## config.mk

```make
export PLATFORM = sky130hd
export DESIGN_NAME = serial_parameter_mapper
export DESIGN_NICKNAME = d
export VERILOG_FILES = /design/src/pkg/spm_pkg.sv /design/src/design/serial_parameter_mapper.sv
export VERILOG_INCLUDE_DIRS = /design/src /design/src/pkg
export SDC_FILE = /design/constraint.sdc
export NUM_CORES = 1
export LEC_CHECK = 0
export BUFFER_PORTS_ARGS = -buffer_cell sky130_fd_sc_hd__buf_2
export CAP_MARGIN = 20
export CORE_AREA = 4 4 240 242
export DETAILED_ROUTE_END_ITERATION = 8
export DIE_AREA = 0 0 244 246
export HOLD_SLACK_MARGIN = 0.05
export PLACE_DENSITY_LB_ADDON = 0.2
export SLEW_MARGIN = 20
export SYNTH_ARGS = -nofsm -noshare
export SYNTH_HDL_FRONTEND = slang
export SYNTH_SLANG_ARGS = --single-unit
```

## constraint.sdc

```tcl
create_clock -name core_clk_i -period 12.2 [get_ports core_clk_i]
set_clock_uncertainty 0.2 [all_clocks]
set_input_delay 1.22 -clock core_clk_i [delete_from_list [all_inputs] [get_ports core_clk_i]]
set_output_delay 1.22 -clock core_clk_i [all_outputs]
set_load 0.005 [all_outputs]
```

## src/pkg/spm_map.svh

```systemverilog
/*
 * Codes and character values of the parameter mapper.
 * Assumes inclusion by bare name from the design file.
 */
`ifndef SPM_MAP_SVH
`define SPM_MAP_SVH

`define SPM_TAG_SPLIT 11'h3A8
`define SPM_TAG_BIAS 11'h168
`define SPM_LOW_RADIX 11'h024
`define SPM_HIGH_RADIX 11'h01A
`define SPM_DIGIT_LIMIT 6'h0A
`define SPM_TEXT_MAX 4'hC

`define SPM_CMD_RESET 16'h7777
`define SPM_CMD_LOAD_SAVED 16'h0101
`define SPM_CMD_LOAD_DEFAULT 16'h0111
`define SPM_CMD_EXIT_CFG 16'h4444
`define SPM_CMD_ENTER_CFG 16'h5555
`define SPM_SAVE_CLEAR 16'h0000
`define SPM_SAVE_START 16'h0001

`define SPM_FAULT_RESET 16'h0000
`define SPM_FAULT_HOST_WRITE 16'h00C0

`define SPM_MN_IDENT 16'h4949
`define SPM_MN_VER0 16'h5630
`define SPM_MN_VER1 16'h5631
`define SPM_MN_VER2 16'h5632
`define SPM_MN_FAULT 16'h4545
`define SPM_MN_CMD 16'h2131
`define SPM_MN_STATE 16'h2132
`define SPM_MN_SAVE 16'h2133
`define SPM_MN_SAVE_ST 16'h2134

`define SPM_CH_MINUS 8'h2D
`define SPM_CH_POINT 8'h2E
`define SPM_CH_ZERO 8'h30
`define SPM_CH_NINE 8'h39
`define SPM_CH_LOWER_A 8'h61
`define SPM_CH_LOWER_F 8'h66
`define SPM_CH_LOWER_Z 8'h7A
`define SPM_CH_UPPER_A 8'h41
`define SPM_CH_UPPER_F 8'h46
`define SPM_CH_UPPER_Z 8'h5A

`endif

```

## src/pkg/spm_pkg.sv

```systemverilog
/*
 * Types of the serial parameter mapper.
 * Assumes framing and checksums are handled by a character engine outside.
 */
package spm_pkg;
    typedef enum logic [2:0] {
        VT_TRUTH_VALUE = 3'h0,
        VT_WORD = 3'h1,
        VT_INT = 3'h2,
        VT_ENUM = 3'h3,
        VT_TAG = 3'h4
    } val_type_t;

    typedef enum logic [2:0] {
        MS_INIT = 3'h0,
        MS_BAD_ALL = 3'h1,
        MS_BAD_CFG = 3'h2,
        MS_RESTORE = 3'h3,
        MS_RECONFIG = 3'h4,
        MS_NORMAL = 3'h5
    } major_state_t;

    typedef enum logic [1:0] {
        SV_IDLE = 2'h0,
        SV_SAVING = 2'h1,
        SV_FAILED = 2'h2
    } save_state_t;

    typedef struct packed {
        logic [7:0] group;
        logic [7:0] unit;
        logic frame_ok;
        logic [7:0] c1;
        logic [7:0] c2;
        logic write;
        val_type_t vtype;
        logic [3:0] len;
        logic [95:0] text;
    } access_req_t;

    typedef struct packed {
        logic ack;
        logic err;
        logic [15:0] word;
    } access_rsp_t;

    typedef struct packed {
        logic valid;
        logic legacy;
        logic [10:0] tag;
        logic write;
        logic negative;
        logic feedback;
        logic [3:0] frac;
        logic [31:0] value;
    } param_req_t;
endpackage

```

## src/design/serial_parameter_mapper.sv

```systemverilog
/* Parameter access layer behind the serial port in text mode.
   Assumes a character engine hands over one checked message per req_valid_i pulse. */
// Operation
// - Link rate follows tag 198.
// - Group and unit address must match.
// - Version words are read-only, 16 bits.
// - Keypad version is zero without keypad.
// - Any host fault write gives 00C0; a hardware fault code in the same cycle wins.
// - Command 5555 enters, 4444 leaves configuration.
// - Command 7777 loads defaults without saving.
// - Command 0101 reloads saved, 0111 default setup.
// - State word codes zero to five.
// - Save command zero clears a failure.
// - Save command one starts a save.
// - Save progress: zero idle, one saving, two failed.
// - Tags below 936: add 360, base-36 pair.
// - Tags from 936: minus 936, base 26, lower then upper.
// - Legacy parameter numbers also select parameters.
// - Truth values 00/01, single digits accepted.
// - Bitstrings are 16-bit hex, zeros suppressible.
// - Integers travel as zero-suppressed decimal text.
// - Enumerations travel as hex, two digits at most.
// - Negative source tag marks a feedback link.
// - Decimal values must carry the point.
// - Characters: seven data bits, even parity, one stop.
// - Drive only answers, never initiates.
`timescale 1ns/1ps
`include "spm_map.svh"
module serial_parameter_mapper #(
    parameter logic [7:0] TEXT_MODE_CODE = 8'h01,
    parameter logic [15:0] IDENTITY = 16'hA5C3
) (
    input wire logic core_clk_i,
    input wire logic rst_i,
    input wire logic [7:0] port_mode_i,
    input wire logic [7:0] baud_rate_i,
    input wire logic [7:0] group_address_i,
    input wire logic [7:0] unit_address_i,
    input wire logic req_valid_i,
    input wire spm_pkg::access_req_t req_i,
    input wire logic [15:0] main_fw_version_i,
    input wire logic [15:0] keypad_fw_version_i,
    input wire logic keypad_present_i,
    input wire logic [15:0] option_box_fw_version_i,
    input wire logic fault_valid_i,
    input wire logic [15:0] fault_code_i,
    input wire logic boot_done_i,
    input wire logic product_ok_i,
    input wire logic config_ok_i,
    input wire logic restore_done_i,
    input wire logic save_done_i,
    input wire logic save_error_i,
    input wire logic [10:0] tag_cnv_i,
    output logic [15:0] mnem_o,
    output logic [7:0] link_rate_o,
    output spm_pkg::access_rsp_t rsp_o,
    output spm_pkg::param_req_t param_o,
    output logic config_mode_o,
    output logic load_saved_o,
    output logic load_default_o,
    output logic load_product_default_o,
    output logic save_start_o,
    output logic [15:0] major_state_o,
    output logic [15:0] save_progress_o
);
    typedef enum logic [1:0] {PH_IDLE = 2'h0, PH_PARSE = 2'h1, PH_APPLY = 2'h2} phase_t;
    typedef enum logic [3:0] {
        TG_IDENT = 4'h0, TG_VER0 = 4'h1, TG_VER1 = 4'h2, TG_VER2 = 4'h3, TG_FAULT = 4'h4,
        TG_CMD = 4'h5, TG_STATE = 4'h6, TG_SAVE = 4'h7, TG_SAVE_ST = 4'h8, TG_PARAM = 4'h9,
        TG_NONE = 4'hA
    } target_t;
    function automatic logic [4:0] hex_val(input logic [7:0] c);
        if (c >= `SPM_CH_ZERO && c <= `SPM_CH_NINE) begin
            return {1'b0, c[3:0]};
        end else if ((c >= `SPM_CH_LOWER_A && c <= `SPM_CH_LOWER_F) ||
                     (c >= `SPM_CH_UPPER_A && c <= `SPM_CH_UPPER_F)) begin
            return {1'b0, 4'(c[3:0] + 4'h9)};
        end
        return 5'h10;
    endfunction
    // Bit 6 flags a character outside 0-9 and a-z
    function automatic logic [6:0] b36_val(input logic [7:0] c);
        return (c >= `SPM_CH_ZERO && c <= `SPM_CH_NINE) ? {1'b0, 6'(c - `SPM_CH_ZERO)} :
               (c >= `SPM_CH_LOWER_A && c <= `SPM_CH_LOWER_Z) ?
               {1'b0, 6'(c - `SPM_CH_LOWER_A + 8'h0A)} : 7'h40;
    endfunction
    function automatic logic [7:0] b36_chr(input logic [5:0] v);
        return v >= `SPM_DIGIT_LIMIT ? 8'(`SPM_CH_LOWER_A + {2'h0, v} - 8'h0A) :
               8'(`SPM_CH_ZERO + {2'h0, v});
    endfunction
    phase_t phase_ff;
    target_t target_ff;
    spm_pkg::access_req_t req_ff;
    spm_pkg::major_state_t major_ff;
    spm_pkg::save_state_t save_ff;
    logic [10:0] tag_ff;
    logic [3:0] idx_ff, frac_ff, digits_ff;
    logic [31:0] acc_ff;
    logic legacy_ff, neg_ff, dot_ff, bad_ff;
    logic [15:0] fault_ff;
    target_t nxt_target;
    logic [10:0] nxt_tag, low_sum;
    logic nxt_legacy;
    logic [6:0] d1, d2;
    logic [4:0] h1, h2;
    always_comb begin
        nxt_target = TG_NONE;
        nxt_tag = 11'h000;
        nxt_legacy = 1'b0;
        d1 = b36_val(req_i.c1);
        d2 = b36_val(req_i.c2);
        h1 = hex_val(req_i.c1);
        h2 = hex_val(req_i.c2);
        low_sum = 11'(d1[5:0] * `SPM_LOW_RADIX + {5'h00, d2[5:0]});
        unique case ({req_i.c1, req_i.c2})
            `SPM_MN_IDENT: nxt_target = TG_IDENT;
            `SPM_MN_VER0: nxt_target = TG_VER0;
            `SPM_MN_VER1: nxt_target = TG_VER1;
            `SPM_MN_VER2: nxt_target = TG_VER2;
            `SPM_MN_FAULT: nxt_target = TG_FAULT;
            `SPM_MN_CMD: nxt_target = TG_CMD;
            `SPM_MN_STATE: nxt_target = TG_STATE;
            `SPM_MN_SAVE: nxt_target = TG_SAVE;
            `SPM_MN_SAVE_ST: nxt_target = TG_SAVE_ST;
            default: begin
                if (req_i.c1 >= `SPM_CH_LOWER_A && req_i.c1 <= `SPM_CH_LOWER_Z &&
                    req_i.c2 >= `SPM_CH_UPPER_A && req_i.c2 <= `SPM_CH_UPPER_Z) begin
                    nxt_target = TG_PARAM;
                    nxt_tag = 11'(`SPM_TAG_SPLIT + 11'(req_i.c1 - `SPM_CH_LOWER_A) *
                        `SPM_HIGH_RADIX + 11'(req_i.c2 - `SPM_CH_UPPER_A));
                end else if (!d1[6] && !d2[6] && low_sum >= `SPM_TAG_BIAS) begin
                    nxt_target = TG_PARAM;
                    nxt_tag = low_sum - `SPM_TAG_BIAS;
                end else if (!h1[4] && !h2[4]) begin
                    // Sums under the bias map to no tag, so these stay unambiguous
                    nxt_target = TG_PARAM;
                    nxt_legacy = 1'b1;
                    nxt_tag = {3'h0, h1[3:0], h2[3:0]};
                end
            end
        endcase
    end
    logic addressed, accept, rd_bad;
    logic [15:0] rd_word;
    assign addressed = port_mode_i == TEXT_MODE_CODE &&
                       req_i.group == group_address_i &&
                       req_i.unit == unit_address_i && req_i.frame_ok;
    assign accept = req_valid_i && phase_ff == PH_IDLE && addressed;
    always_comb begin
        rd_word = 16'h0000;
        rd_bad = 1'b0;
        unique case (nxt_target)
            TG_IDENT: rd_word = IDENTITY; // Arbitrary value
            TG_VER0: rd_word = main_fw_version_i;
            TG_VER1: rd_word = keypad_present_i ? keypad_fw_version_i : 16'h0000;
            TG_VER2: rd_word = option_box_fw_version_i;
            TG_FAULT: rd_word = fault_ff;
            TG_STATE: rd_word = {13'h0000, major_ff};
            TG_SAVE_ST: rd_word = {14'h0000, save_ff};
            TG_PARAM: rd_word = 16'h0000;
            TG_CMD, TG_SAVE, TG_NONE: rd_bad = 1'b1;
        endcase
    end
    logic [95:0] text_sh;
    logic [7:0] ch;
    logic [4:0] ch_hex;
    logic is_dec, last;
    assign text_sh = req_ff.text << {idx_ff, 3'h0};
    assign ch = text_sh[95:88];
    assign ch_hex = hex_val(ch);
    assign is_dec = target_ff == TG_PARAM &&
                    (req_ff.vtype == spm_pkg::VT_INT || req_ff.vtype == spm_pkg::VT_TAG);
    assign last = idx_ff == 4'(req_ff.len - 4'h1);
    always_ff @(posedge core_clk_i or posedge rst_i) begin
        if (rst_i) begin
            phase_ff <= PH_IDLE;
            target_ff <= TG_NONE;
            req_ff <= '0;
            tag_ff <= 11'h000;
            legacy_ff <= 1'b0;
        end else begin
            unique case (phase_ff)
                PH_IDLE: begin
                    if (accept && req_i.write) begin
                        phase_ff <= PH_PARSE;
                        target_ff <= nxt_target;
                        req_ff <= req_i;
                        tag_ff <= nxt_tag;
                        legacy_ff <= nxt_legacy;
                    end
                end
                PH_PARSE: begin
                    if (last || req_ff.len == 4'h0 || req_ff.len > `SPM_TEXT_MAX) begin
                        phase_ff <= PH_APPLY;
                    end
                end
                PH_APPLY: phase_ff <= PH_IDLE;
                default: phase_ff <= PH_IDLE;
            endcase
        end
    end
    always_ff @(posedge core_clk_i or posedge rst_i) begin
        if (rst_i) begin
            idx_ff <= 4'h0;
            acc_ff <= 32'h0000_0000;
            neg_ff <= 1'b0;
            dot_ff <= 1'b0;
            frac_ff <= 4'h0;
            digits_ff <= 4'h0;
            bad_ff <= 1'b0;
        end else if (accept) begin
            idx_ff <= 4'h0;
            acc_ff <= 32'h0000_0000;
            neg_ff <= 1'b0;
            dot_ff <= 1'b0;
            frac_ff <= 4'h0;
            digits_ff <= 4'h0;
            bad_ff <= req_i.len == 4'h0 || req_i.len > `SPM_TEXT_MAX;
        end else if (phase_ff == PH_PARSE) begin
            idx_ff <= 4'(idx_ff + 4'h1);
            if (is_dec) begin
                // No overflow check: over-long magnitudes wrap at 32 bits
                if (ch == `SPM_CH_MINUS && idx_ff == 4'h0) begin
                    neg_ff <= 1'b1;
                end else if (ch == `SPM_CH_POINT && !dot_ff) begin
                    dot_ff <= 1'b1;
                end else if (ch >= `SPM_CH_ZERO && ch <= `SPM_CH_NINE) begin
                    acc_ff <= (acc_ff << 3) + (acc_ff << 1) + {28'h0, ch[3:0]};
                    digits_ff <= 4'(digits_ff + 4'h1);
                    if (dot_ff) begin
                        frac_ff <= 4'(frac_ff + 4'h1);
                    end
                end else begin
                    bad_ff <= 1'b1;
                end
            end else if (ch_hex[4]) begin
                bad_ff <= 1'b1;
            end else begin
                acc_ff <= {acc_ff[27:0], ch_hex[3:0]};
            end
        end
    end
    logic fmt_ok, wr_ok;
    always_comb begin
        fmt_ok = 1'b0;
        if (target_ff != TG_PARAM) begin
            fmt_ok = req_ff.len <= 4'h4;
        end else if (is_dec) begin
            fmt_ok = dot_ff && digits_ff != 4'h0;
        end else begin
            unique case (req_ff.vtype)
                spm_pkg::VT_TRUTH_VALUE: fmt_ok = req_ff.len <= 4'h2 && acc_ff <= 32'h1;
                spm_pkg::VT_WORD: fmt_ok = req_ff.len <= 4'h4;
                spm_pkg::VT_ENUM: fmt_ok = req_ff.len <= 4'h2;
                default: fmt_ok = 1'b0;
            endcase
        end
    end
    assign wr_ok = phase_ff == PH_APPLY && fmt_ok && !bad_ff;
    logic cmd_go, save_go, wr_refused;
    logic [15:0] wr_word;
    assign wr_word = acc_ff[15:0];
    assign cmd_go = wr_ok && target_ff == TG_CMD && major_ff != spm_pkg::MS_INIT;
    assign save_go = wr_ok && target_ff == TG_SAVE;
    assign wr_refused = target_ff inside {TG_IDENT, TG_VER0, TG_VER1, TG_VER2,
                                          TG_STATE, TG_SAVE_ST, TG_NONE};
    always_ff @(posedge core_clk_i or posedge rst_i) begin
        if (rst_i) begin
            rsp_o <= '0;
        end else if (accept && !req_i.write) begin
            rsp_o <= '{ack: 1'b1, err: rd_bad, word: rd_word};
        end else if (phase_ff == PH_APPLY) begin
            rsp_o <= '{ack: 1'b1, err: !wr_ok || wr_refused, word: 16'h0000};
        end else begin
            rsp_o <= '{ack: 1'b0, err: 1'b0, word: rsp_o.word};
        end
    end
    // Generic parameters go to the drive's parameter store
    always_ff @(posedge core_clk_i or posedge rst_i) begin
        if (rst_i) begin
            param_o <= '0;
        end else if (accept && !req_i.write && nxt_target == TG_PARAM) begin
            param_o <= '{1'b1, nxt_legacy, nxt_tag, 1'b0, 1'b0, 1'b0, 4'h0, 32'h0};
        end else if (wr_ok && target_ff == TG_PARAM) begin
            param_o <= '{valid: 1'b1, legacy: legacy_ff, tag: tag_ff, write: 1'b1,
                         negative: neg_ff,
                         feedback: neg_ff && req_ff.vtype == spm_pkg::VT_TAG,
                         frac: frac_ff, value: acc_ff};
        end else begin
            param_o.valid <= 1'b0;
        end
    end
    // Hardware fault beats a same-cycle host write
    always_ff @(posedge core_clk_i or posedge rst_i) begin
        if (rst_i) begin
            fault_ff <= `SPM_FAULT_RESET;
        end else if (fault_valid_i) begin
            fault_ff <= fault_code_i;
        end else if (wr_ok && target_ff == TG_FAULT) begin
            fault_ff <= `SPM_FAULT_HOST_WRITE;
        end
    end
    always_ff @(posedge core_clk_i or posedge rst_i) begin
        if (rst_i) begin
            major_ff <= spm_pkg::MS_INIT;
            load_saved_o <= 1'b0;
            load_default_o <= 1'b0;
            load_product_default_o <= 1'b0;
        end else begin
            load_saved_o <= 1'b0;
            load_default_o <= 1'b0;
            load_product_default_o <= 1'b0;
            if (major_ff == spm_pkg::MS_INIT) begin
                if (boot_done_i) begin
                    major_ff <= !product_ok_i ? spm_pkg::MS_BAD_ALL :
                                !config_ok_i ? spm_pkg::MS_BAD_CFG : spm_pkg::MS_NORMAL;
                end
            end else if (cmd_go && wr_word == `SPM_CMD_RESET) begin
                // Defaults are loaded but never written to storage here
                major_ff <= spm_pkg::MS_RESTORE;
                load_product_default_o <= 1'b1;
            end else if (cmd_go && wr_word == `SPM_CMD_LOAD_SAVED) begin
                major_ff <= spm_pkg::MS_RESTORE;
                load_saved_o <= 1'b1;
            end else if (cmd_go && wr_word == `SPM_CMD_LOAD_DEFAULT) begin
                major_ff <= spm_pkg::MS_RESTORE;
                load_default_o <= 1'b1;
            end else if (cmd_go && wr_word == `SPM_CMD_ENTER_CFG) begin
                major_ff <= spm_pkg::MS_RECONFIG;
            end else if (cmd_go && wr_word == `SPM_CMD_EXIT_CFG &&
                         major_ff == spm_pkg::MS_RECONFIG) begin
                major_ff <= spm_pkg::MS_NORMAL;
            end else if (major_ff == spm_pkg::MS_RESTORE && restore_done_i) begin
                major_ff <= spm_pkg::MS_NORMAL;
            end
            // Any other command code falls through untouched
        end
    end
    always_ff @(posedge core_clk_i or posedge rst_i) begin
        if (rst_i) begin
            save_ff <= spm_pkg::SV_IDLE;
            save_start_o <= 1'b0;
        end else begin
            save_start_o <= 1'b0;
            unique case (save_ff)
                spm_pkg::SV_IDLE: begin
                    if (save_go && wr_word == `SPM_SAVE_START) begin
                        save_ff <= spm_pkg::SV_SAVING;
                        save_start_o <= 1'b1;
                    end
                end
                spm_pkg::SV_SAVING: begin
                    if (save_error_i) begin
                        save_ff <= spm_pkg::SV_FAILED;
                    end else if (save_done_i) begin
                        save_ff <= spm_pkg::SV_IDLE;
                    end
                end
                spm_pkg::SV_FAILED: begin
                    if (save_go && wr_word == `SPM_SAVE_CLEAR) begin
                        save_ff <= spm_pkg::SV_IDLE;
                    end
                end
                default: save_ff <= spm_pkg::SV_IDLE;
            endcase
        end
    end
    logic [10:0] low_tag, high_tag;
    assign low_tag = 11'(tag_cnv_i + `SPM_TAG_BIAS);
    assign high_tag = 11'(tag_cnv_i - `SPM_TAG_SPLIT);
    always_ff @(posedge core_clk_i or posedge rst_i) begin
        if (rst_i) begin
            mnem_o <= 16'h0000;
        end else if (tag_cnv_i < `SPM_TAG_SPLIT) begin
            mnem_o <= {b36_chr(6'(low_tag / `SPM_LOW_RADIX)),
                       b36_chr(6'(low_tag % `SPM_LOW_RADIX))};
        end else begin
            mnem_o <= {8'(`SPM_CH_LOWER_A + 8'(high_tag / `SPM_HIGH_RADIX)),
                       8'(`SPM_CH_UPPER_A + 8'(high_tag % `SPM_HIGH_RADIX))};
        end
    end
    always_ff @(posedge core_clk_i or posedge rst_i) begin
        if (rst_i) begin
            link_rate_o <= 8'h00;
            config_mode_o <= 1'b0;
            major_state_o <= 16'h0000;
            save_progress_o <= 16'h0000;
        end else begin
            link_rate_o <= baud_rate_i;
            config_mode_o <= major_ff == spm_pkg::MS_RECONFIG;
            major_state_o <= {13'h0000, major_ff};
            save_progress_o <= {14'h0000, save_ff};
        end
    end
endmodule

```

==> impl_metrics.xml, run 1 <==
<?xml version="1.0" encoding="UTF-8"?>
<metrics>
  <group name="outcome">
    <metric name="status" unit="">complete, no violations</metric>
  </group>
  <group name="sta">
    <metric name="drv_slew" unit="">0</metric>
    <metric name="finalCriticalPeriod" unit="ns">8.94</metric>
    <metric name="timing.fmax" unit="MHz">112</metric>
    <metric name="fin_hold_ws" unit="ns">0.261</metric>
    <metric name="final_hold_vios" unit="">0</metric>
    <metric name="timing_worst_slew_pin_value" unit="ns">1.15</metric>
    <metric name="rsz0062_at_grt" unit="">no</metric>
    <metric name="period_share" unit="%">73.3</metric>
    <metric name="setup-tns-final" unit="ns">0</metric>
    <metric name="finalSetupViolations" unit="">0</metric>
    <metric name="timing.max_slew.rel_slack" unit="%">22.9</metric>
  </group>
  <group name="min_path">
    <metric name="min_to" unit="">req_ff[46]</metric>
    <metric name="min_path_type" unit="">register to register</metric>
    <metric name="hold-path-cell-count" unit="">2</metric>
    <metric name="worstHoldStart" unit="">req_ff[46]</metric>
  </group>
  <group name="critical_path">
    <metric name="worst_r2r_path_cells" unit="">26</metric>
    <metric name="r2r_start" unit="">idx_ff[0]</metric>
    <metric name="critical_path.endpoint_type" unit="">register</metric>
    <metric name="cpLargestDelayFamily" unit="">compound AO/OA/AOI/OAI gates</metric>
    <metric name="worstReg2RegEnd" unit="">acc_ff[26]</metric>
    <metric name="cp_slowest_cell" unit="">sky130_fd_sc_hd__ha_1</metric>
    <metric name="ff2ff_setup_slack" unit="ns">5.59</metric>
    <metric name="worst_ep_arrival_time" unit="ns">9.14</metric>
    <metric name="worstSetupPathType" unit="">primary input to register</metric>
    <metric name="critPathLaunchType" unit="">primary input</metric>
    <metric name="worst-path-buf-inv" unit="">3</metric>
    <metric name="path_max_fanout" unit="">28</metric>
    <metric name="data_required_time_of_the_worst_path" unit="ns">12.40</metric>
    <metric name="critical_path.max_stage_delay" unit="ns">0.99</metric>
  </group>
  <group name="clocking">
    <metric name="cts.clk_slew.worst_paths" unit="ns">0.06</metric>
    <metric name="holdBufCountCts" unit="">0</metric>
    <metric name="post_cts_buffers" unit="">0</metric>
    <metric name="cts_repair_resized_insts" unit="">0</metric>
    <metric name="numCtsBuffers" unit="">36</metric>
    <metric name="ctsLongestPathBuffers" unit="">3</metric>
    <metric name="cts.root.buffer_cell" unit="">sky130_fd_sc_hd__clkbuf_16</metric>
    <metric name="htree_num_levels" unit="">2</metric>
    <metric name="cts_tree" unit="">yes</metric>
    <metric name="clkLatencyLatePin" unit="ns">0.54</metric>
    <metric name="cts_sinks" unit="">293</metric>
  </group>
  <group name="power">
    <metric name="vdd_drop_max" unit="V">0.0000797</metric>
    <metric name="pwr-share-seq" unit="%">31.8</metric>
    <metric name="clkPwrFrac" unit="%">33.9</metric>
    <metric name="p_leak" unit="nW">12.5</metric>
    <metric name="p_per_area" unit="mW/mm^2">127</metric>
    <metric name="power.share.switching" unit="%">34.5</metric>
    <metric name="p_int" unit="mW">2.12</metric>
    <metric name="total_switching_power" unit="mW">1.12</metric>
    <metric name="power.total" unit="mW">3.24</metric>
    <metric name="proportion_of_power_drawn_by_combinational_gates" unit="%">34.2</metric>
  </group>
  <group name="drt">
    <metric name="route.final.wire_length" unit="um">68700</metric>
    <metric name="dr.first_iter.drc_count" unit="">1238</metric>
    <metric name="vias_per_cell" unit="">5.49</metric>
    <metric name="vias" unit="">20200</metric>
    <metric name="drc" unit="">0</metric>
    <metric name="route.detailed.wl_per_inst" unit="um">18.7</metric>
    <metric name="post_drt_antenna_nets" unit="">0</metric>
    <metric name="detail_route.first_pass.iterations" unit="">6</metric>
  </group>
  <group name="place">
    <metric name="io_buffer_count" unit="">358</metric>
    <metric name="placedInstanceArea" unit="mm^2">0.0242</metric>
    <metric name="detailed_place_hpwl" unit="um">51400</metric>
    <metric name="place.gp.congestion" unit="">0.930</metric>
  </group>
  <group name="logic_synthesis">
    <metric name="synth-simple-area-share" unit="%">21.2</metric>
    <metric name="synth_top_family_by_area" unit="">simple AND/OR/NAND/NOR gates</metric>
    <metric name="synth.cell_area" unit="mm^2">0.0219</metric>
    <metric name="synth_adder_area_share" unit="%">9.53</metric>
    <metric name="sequential_share_of_the_synthesized_area" unit="%">33.4</metric>
    <metric name="mux_cell_area_share_after_synthesis" unit="%">3.99</metric>
    <metric name="ffs_latches_synth" unit="">293</metric>
    <metric name="post_synth_inst_count" unit="">2617</metric>
    <metric name="synth.lib_cells_used.distinct" unit="">121</metric>
    <metric name="synth-edff-count" unit="">0</metric>
    <metric name="yosys_warnings" unit="">0</metric>
    <metric name="ys_async_sr_fraction" unit="%">100</metric>
    <metric name="yosys.area_share.xor_xnor" unit="%">5.92</metric>
    <metric name="synth.avg_cell_area" unit="um^2">8.38</metric>
    <metric name="synth-compound-area-share" unit="%">20.4</metric>
    <metric name="main_flop_type_after_synthesis" unit="">sky130_fd_sc_hd__dfrtp_1</metric>
  </group>
  <group name="floorplanning">
    <metric name="die_area" unit="mm^2">0.0600</metric>
    <metric name="placementRows" unit="">86</metric>
    <metric name="fp.dieH" unit="um">246</metric>
    <metric name="coreArea" unit="mm^2">0.0551</metric>
    <metric name="num_io_pins" unit="">386</metric>
    <metric name="chipWidth" unit="um">244</metric>
    <metric name="start_util" unit="%">39.8</metric>
  </group>
  <group name="cells_and_area">
    <metric name="num-nets-final" unit="">3313</metric>
    <metric name="layout-drive-gt1-share" unit="%">18.9</metric>
    <metric name="most-common-layout-cells" unit="">sky130_fd_sc_hd__nand2_1 (597), sky130_fd_sc_hd__buf_2 (358), sky130_fd_sc_hd__dfrtp_1 (290)</metric>
    <metric name="layout-area-overhead-vs-synth" unit="%">16.2</metric>
    <metric name="stdcell_area" unit="mm^2">0.0255</metric>
    <metric name="final_core_util" unit="%">46.3</metric>
    <metric name="mostFrequentLayoutCell" unit="">sky130_fd_sc_hd__nand2_1</metric>
  </group>
  <group name="grt">
    <metric name="grt_util_all_layers" unit="%">22.2</metric>
    <metric name="first_global_vias" unit="">20200</metric>
    <metric name="gr-max-usage-layer" unit="">met2</metric>
    <metric name="grt.met2_usage" unit="%">37.1</metric>
    <metric name="grt_antenna_before_repair" unit="">4</metric>
    <metric name="grtUsageMet3" unit="%">4.17</metric>
    <metric name="grt_use_met1" unit="%">29.4</metric>
    <metric name="grt_remaining_overflow" unit="">0</metric>
    <metric name="grt_start_max_net_pins" unit="">98</metric>
    <metric name="global_route_wire_length_before_repair" unit="um">110000</metric>
  </group>
  <group name="run">
    <metric name="max_cap_viol_count" unit="">0</metric>
  </group>
</metrics>
-- per-stage QoR --
stage	worst slack [ns]	std cells
CTS	3.19	3673
floorplan	2.69	2643
detailed placement	2.65	3608
finish	3.26	3676
global placement	2.91	3608
global route	2.74	3675
-- synthesized netlist by cell type, drive strengths merged, types with 50 or more instances --
| cell | n | share of area [%] |
|---|---|---|
| nand2 | 599 | 10 |
| dfrtp | 291 | 33 |
| o21ai | 168 | 3.9 |
| nor2 | 156 | 2.7 |
| a21oi | 150 | 3.4 |
| ha | 147 | 8.4 |
| inv | 116 | 2.0 |
| clkbuf | 104 | 1.8 |
| xnor2 | 90 | 3.8 |
| buf | 55 | 1.7 |
| nor3 | 53 | 1.3 |
| xor2 | 50 | 2.0 |
-- final cells by class --
| type | count | area [um^2] |
|---|---|---|
| repair buffers | 378 | 1980 |
| diodes | 1 | 2.50 |
| clock inverters | 14 | 121 |
| multi-input cells | 2072 | 13600 |
| clock buffers | 51 | 1110 |
| fillers | 5526 | 29600 |
| inverters | 119 | 454 |
| well taps | 748 | 936 |
| flip-flops and latches | 293 | 7340 |
-- how the worst max path moves through the flow --
stage	startpoint	end	slack, ns	cells past startpoint
3_5_place_dp	tag_cnv_i[3]	mnem_o[5]	2.65	26
4_1_cts	tag_cnv_i[3]	mnem_o[5]	3.19	26
3_3_place_gp	tag_cnv_i[3]	mnem_o[5]	2.91	26
2_1_floorplan	rst_i	acc_ff[0]	2.69	1
6_report	tag_cnv_i[3]	mnem_o[5]	3.26	26
5_1_grt	tag_cnv_i[3]	mnem_o[5]	2.74	26
-- registers in the layout (all words and copies together), names as in the netlist, 2 cells and up --
name             flops
fault_ff            16
link_rate_o          8
phase_ff             2
save_ff              2
frac_ff              4
major_ff             3
req_ff             103
param_o             52
acc_ff              32
major_state_o        3
idx_ff               4
mnem_o              16
target_ff            4
rsp_o               18
save_progress_o      2
tag_ff              11
digits_ff            4
-- cell families (layout without fill, tap and decap cells) --
| logic type | count (synthesis) | in the layout |
|---|---|---|
| AND/OR/NAND/NOR | 1043 | 1043 |
| AO/OA/AOI/OAI | 644 | 644 |
| flip-flops | 293 | 293 |
| buffers and inverters | 278 | 562 |
| adder cells (fa/ha/maj) | 161 | 161 |
| XOR/XNOR | 141 | 141 |
| multiplexers | 56 | 56 |
| other | 1 | 28 |
-- worst reg2reg max path: stages (launching register included) --
cell and delay, ns:
sky130_fd_sc_hd__dfrtp_2 0.33, sky130_fd_sc_hd__buf_4 0.48, sky130_fd_sc_hd__mux4_2 0.62, sky130_fd_sc_hd__mux2i_1 0.28, sky130_fd_sc_hd__o2bb2ai_1 0.28, sky130_fd_sc_hd__ha_1 0.37
sky130_fd_sc_hd__ha_1 0.17, sky130_fd_sc_hd__inv_1 0.06, sky130_fd_sc_hd__fa_1 0.39, sky130_fd_sc_hd__nor2b_1 0.18, sky130_fd_sc_hd__o21ai_0 0.12, sky130_fd_sc_hd__a21oi_1 0.20
sky130_fd_sc_hd__o21ai_0 0.13, sky130_fd_sc_hd__a21oi_1 0.21, sky130_fd_sc_hd__o21ai_0 0.13, sky130_fd_sc_hd__a21boi_0 0.25, sky130_fd_sc_hd__o21ai_0 0.13, sky130_fd_sc_hd__a21boi_0 0.26
sky130_fd_sc_hd__o21ai_0 0.17, sky130_fd_sc_hd__a21oi_1 0.22, sky130_fd_sc_hd__o31ai_1 0.12, sky130_fd_sc_hd__o21ai_0 0.39, sky130_fd_sc_hd__nor4_1 0.13, sky130_fd_sc_hd__o21ai_0 0.24
sky130_fd_sc_hd__xnor2_1 0.14, sky130_fd_sc_hd__o21ai_0 0.09, sky130_fd_sc_hd__a22o_1 0.22
-- power groups by stage --
stage	registers (mW)	logic [mW]	clock network, mW
final	1.03	1.11	1.10
after CTS	1.03	1.10	1.13
after global placement	1.05	1.08	0
after floorplan	1.04	0.825	0
after detailed placement	1.05	1.09	0
after global routing	1.03	1.24	1.17
-- metal layers --
layer	wire length (um)	share of wire, %
met1	30400	44
met2	32100	47
met3	4340	6.3
met4	1900	2.8
met5	40	0.058
Power figures use the tool's default switching activity.
==> run 2: changes to the inputs <==
clock period = 8.47 ns   (was 12.2 ns; I/O delays follow)
==> run 2 against run 1 <==
Net effect:
- power grew 39%
- non-clock buffer count grew 15
- critical path depth is the same
- sequential cell count is the same
- setup slack lost 1.9 ns
- die area is the same
- sequential power grew 44%
- cell count grew 0.19%
- first-iteration DRC count grew 3.1%
- utilization shrank 0.24 points
- sequential share of layout area grew 0.15 points
- wire length grew 0.16%
- critical path type unchanged
- largest cell class unchanged
- highest routed layer unchanged
==> impl_metrics.xml, run 2 (same netlist as run 1, synthesis figures left out) <==
<?xml version="1.0" encoding="UTF-8"?>
<metrics>
  <group name="outcome">
    <metric name="status" unit="">complete, no violations</metric>
  </group>
  <group name="cells_and_area">
    <metric name="fin_cells" unit="">3683</metric>
    <metric name="largest_register_ffs" unit="">103</metric>
    <metric name="layout-area-overhead-vs-synth" unit="%">15.7</metric>
    <metric name="top_register" unit="">req_ff</metric>
    <metric name="reg.largest.list" unit="">req_ff x103, param_o x52, acc_ff x32</metric>
    <metric name="most-common-layout-cells" unit="">sky130_fd_sc_hd__nand2_1 (597), sky130_fd_sc_hd__buf_2 (358), sky130_fd_sc_hd__dfrtp_1 (290)</metric>
    <metric name="mostFrequentLayoutCell" unit="">sky130_fd_sc_hd__nand2_1</metric>
    <metric name="final_core_util" unit="%">46.0</metric>
    <metric name="num-nets-final" unit="">3327</metric>
    <metric name="layout-drive-gt1-share" unit="%">18.8</metric>
  </group>
  <group name="clocking">
    <metric name="clkLatencyLatePin" unit="ns">0.53</metric>
    <metric name="numCtsBuffers" unit="">35</metric>
    <metric name="ctsLongestPathBuffers" unit="">3</metric>
    <metric name="cts_tree" unit="">yes</metric>
    <metric name="htree_num_levels" unit="">2</metric>
    <metric name="post_cts_buffers" unit="">0</metric>
    <metric name="cts_sinks" unit="">293</metric>
    <metric name="cts_repair_resized_insts" unit="">0</metric>
    <metric name="cts.clk_slew.worst_paths" unit="ns">0.06</metric>
    <metric name="cts.root.buffer_cell" unit="">sky130_fd_sc_hd__clkbuf_16</metric>
    <metric name="holdBufCountCts" unit="">0</metric>
  </group>
  <group name="critical_path">
    <metric name="path_max_fanout" unit="">16</metric>
    <metric name="worst_r2r_path_cells" unit="">26</metric>
    <metric name="worst_ep_arrival_time" unit="ns">7.35</metric>
    <metric name="worstSetupPathType" unit="">primary input to register</metric>
    <metric name="data_required_time_of_the_worst_path" unit="ns">8.70</metric>
    <metric name="critPathLaunchType" unit="">primary input</metric>
    <metric name="critical_path.endpoint_type" unit="">register</metric>
  </group>
  <group name="grt">
    <metric name="grt_remaining_overflow" unit="">0</metric>
    <metric name="first_global_vias" unit="">19900</metric>
    <metric name="grt_antenna_before_repair" unit="">5</metric>
    <metric name="grt_start_max_net_pins" unit="">146</metric>
    <metric name="global_route_wire_length_before_repair" unit="um">109000</metric>
    <metric name="grt_util_all_layers" unit="%">22.2</metric>
  </group>
  <group name="drt">
    <metric name="vias" unit="">20200</metric>
    <metric name="detail_route.first_pass.iterations" unit="">5</metric>
    <metric name="dr.first_iter.drc_count" unit="">1276</metric>
    <metric name="drc" unit="">0</metric>
    <metric name="vias_per_cell" unit="">5.49</metric>
    <metric name="route.detailed.wl_per_inst" unit="um">18.7</metric>
    <metric name="post_drt_antenna_nets" unit="">0</metric>
    <metric name="route.final.wire_length" unit="um">68800</metric>
  </group>
  <group name="sta">
    <metric name="period_share" unit="%">84.1</metric>
    <metric name="timing_worst_slew_pin_value" unit="ns">1.06</metric>
    <metric name="fin_hold_ws" unit="ns">0.219</metric>
    <metric name="timing.fmax" unit="MHz">140</metric>
    <metric name="finalCriticalPeriod" unit="ns">7.13</metric>
    <metric name="rsz0062_at_grt" unit="">no</metric>
    <metric name="drv_slew" unit="">0</metric>
    <metric name="final_hold_vios" unit="">0</metric>
    <metric name="setup-tns-final" unit="ns">0</metric>
    <metric name="finalSetupViolations" unit="">0</metric>
    <metric name="timing.max_slew.rel_slack" unit="%">29.2</metric>
  </group>
  <group name="power">
    <metric name="p_per_area" unit="mW/mm^2">178</metric>
    <metric name="pwr-share-seq" unit="%">32.8</metric>
    <metric name="p_int" unit="mW">2.92</metric>
    <metric name="power.share.switching" unit="%">35.2</metric>
    <metric name="vdd_drop_max" unit="V">0.000161</metric>
    <metric name="power.total" unit="mW">4.51</metric>
    <metric name="total_switching_power" unit="mW">1.59</metric>
    <metric name="clkPwrFrac" unit="%">30.6</metric>
    <metric name="proportion_of_power_drawn_by_combinational_gates" unit="%">36.5</metric>
    <metric name="p_leak" unit="nW">12.4</metric>
  </group>
  <group name="place">
    <metric name="detailed_place_hpwl" unit="um">52200</metric>
    <metric name="io_buffer_count" unit="">358</metric>
    <metric name="place.gp.congestion" unit="">0.961</metric>
    <metric name="place.detailed.instances" unit="">3625</metric>
  </group>
  <group name="min_path">
    <metric name="min_path_type" unit="">primary input to register</metric>
    <metric name="hold-path-cell-count" unit="">1</metric>
  </group>
  <group name="run">
    <metric name="max_cap_viol_count" unit="">0</metric>
  </group>
  <group name="floorplanning">
    <metric name="die_area" unit="mm^2">0.0600</metric>
    <metric name="start_util" unit="%">39.8</metric>
    <metric name="placementRows" unit="">86</metric>
    <metric name="num_io_pins" unit="">386</metric>
    <metric name="coreArea" unit="mm^2">0.0551</metric>
    <metric name="fp.dieH" unit="um">246</metric>
    <metric name="chipWidth" unit="um">244</metric>
  </group>
</metrics>
-- run 2: stage by stage --
stage               worst slack [ns]  area [um^2]
CTS                             1.47        25400
floorplan                       1.57        22000
detailed placement             0.924        24300
global route                   0.976        25400
global placement               0.729        24300
finish                          1.34        25400
-- run 2: power by group through the flow --
stage               Clock (mW)  Sequential (mW)  Combinational (mW)
CTS                       1.43             1.48                1.65
detailed placement           0             1.50                1.63
floorplan                    0             1.50                1.19
finish                    1.38             1.48                1.65
global placement             0             1.51                1.62
global route              1.48             1.48                1.82
-- run 2: per-layer routing --
metal  GRT usage [%]  part of all wire, %
met5               0                0.048
met4            6.19                  2.7
met3            3.36                  6.0
met2            37.2                   47
met1            30.0                   44
-- run 2: final cells by class --
class,count,area (um^2)
Fill cell,5535,29700
Multi-Input combinational cell,2072,13500
Sequential cell,293,7340
Timing Repair Buffer,393,2070
Clock buffer,48,965
Tap cell,748,936
Inverter,119,450
Clock inverter,8,52.6
Antenna cell,2,5.00
-- run 2: worst paths after layout --
check                          startpoint        endpoint  slack (ns)
max                            req_i[114]        rsp_o[7]        1.34
min                        baud_rate_i[4]  link_rate_o[4]        0.22
max reg2reg                     idx_ff[1]      acc_ff[26]        1.72
min reg2reg                    req_ff[51]      req_ff[51]        0.26
max in group asynchronous           rst_i       idx_ff[0]        6.20
min in group asynchronous           rst_i       mnem_o[9]        0.24
-- run 2: critical path: stages --
cell and delay (ns):
sky130_fd_sc_hd__buf_2 0.19, sky130_fd_sc_hd__or2_2 0.33, sky130_fd_sc_hd__nor4_1 0.29, sky130_fd_sc_hd__nand2b_1 0.24
sky130_fd_sc_hd__a21oi_1 0.13, sky130_fd_sc_hd__o31a_1 0.19, sky130_fd_sc_hd__o21ai_0 0.52, sky130_fd_sc_hd__inv_1 0.10
sky130_fd_sc_hd__ha_1 0.30, sky130_fd_sc_hd__ha_1 0.22, sky130_fd_sc_hd__inv_1 0.07, sky130_fd_sc_hd__fa_1 0.45
sky130_fd_sc_hd__and3b_1 0.26, sky130_fd_sc_hd__nor2b_1 0.27, sky130_fd_sc_hd__mux2i_1 0.24, sky130_fd_sc_hd__nor2_1 0.07
sky130_fd_sc_hd__or3b_2 0.46, sky130_fd_sc_hd__nand3_1 0.16, sky130_fd_sc_hd__o41a_1 0.19, sky130_fd_sc_hd__nand2b_1 0.24
sky130_fd_sc_hd__or2_2 0.17, sky130_fd_sc_hd__nand3_1 0.19, sky130_fd_sc_hd__nor2_2 0.70, sky130_fd_sc_hd__a221o_1 0.26
sky130_fd_sc_hd__a221oi_1 0.04, sky130_fd_sc_hd__o21ai_0 0.21
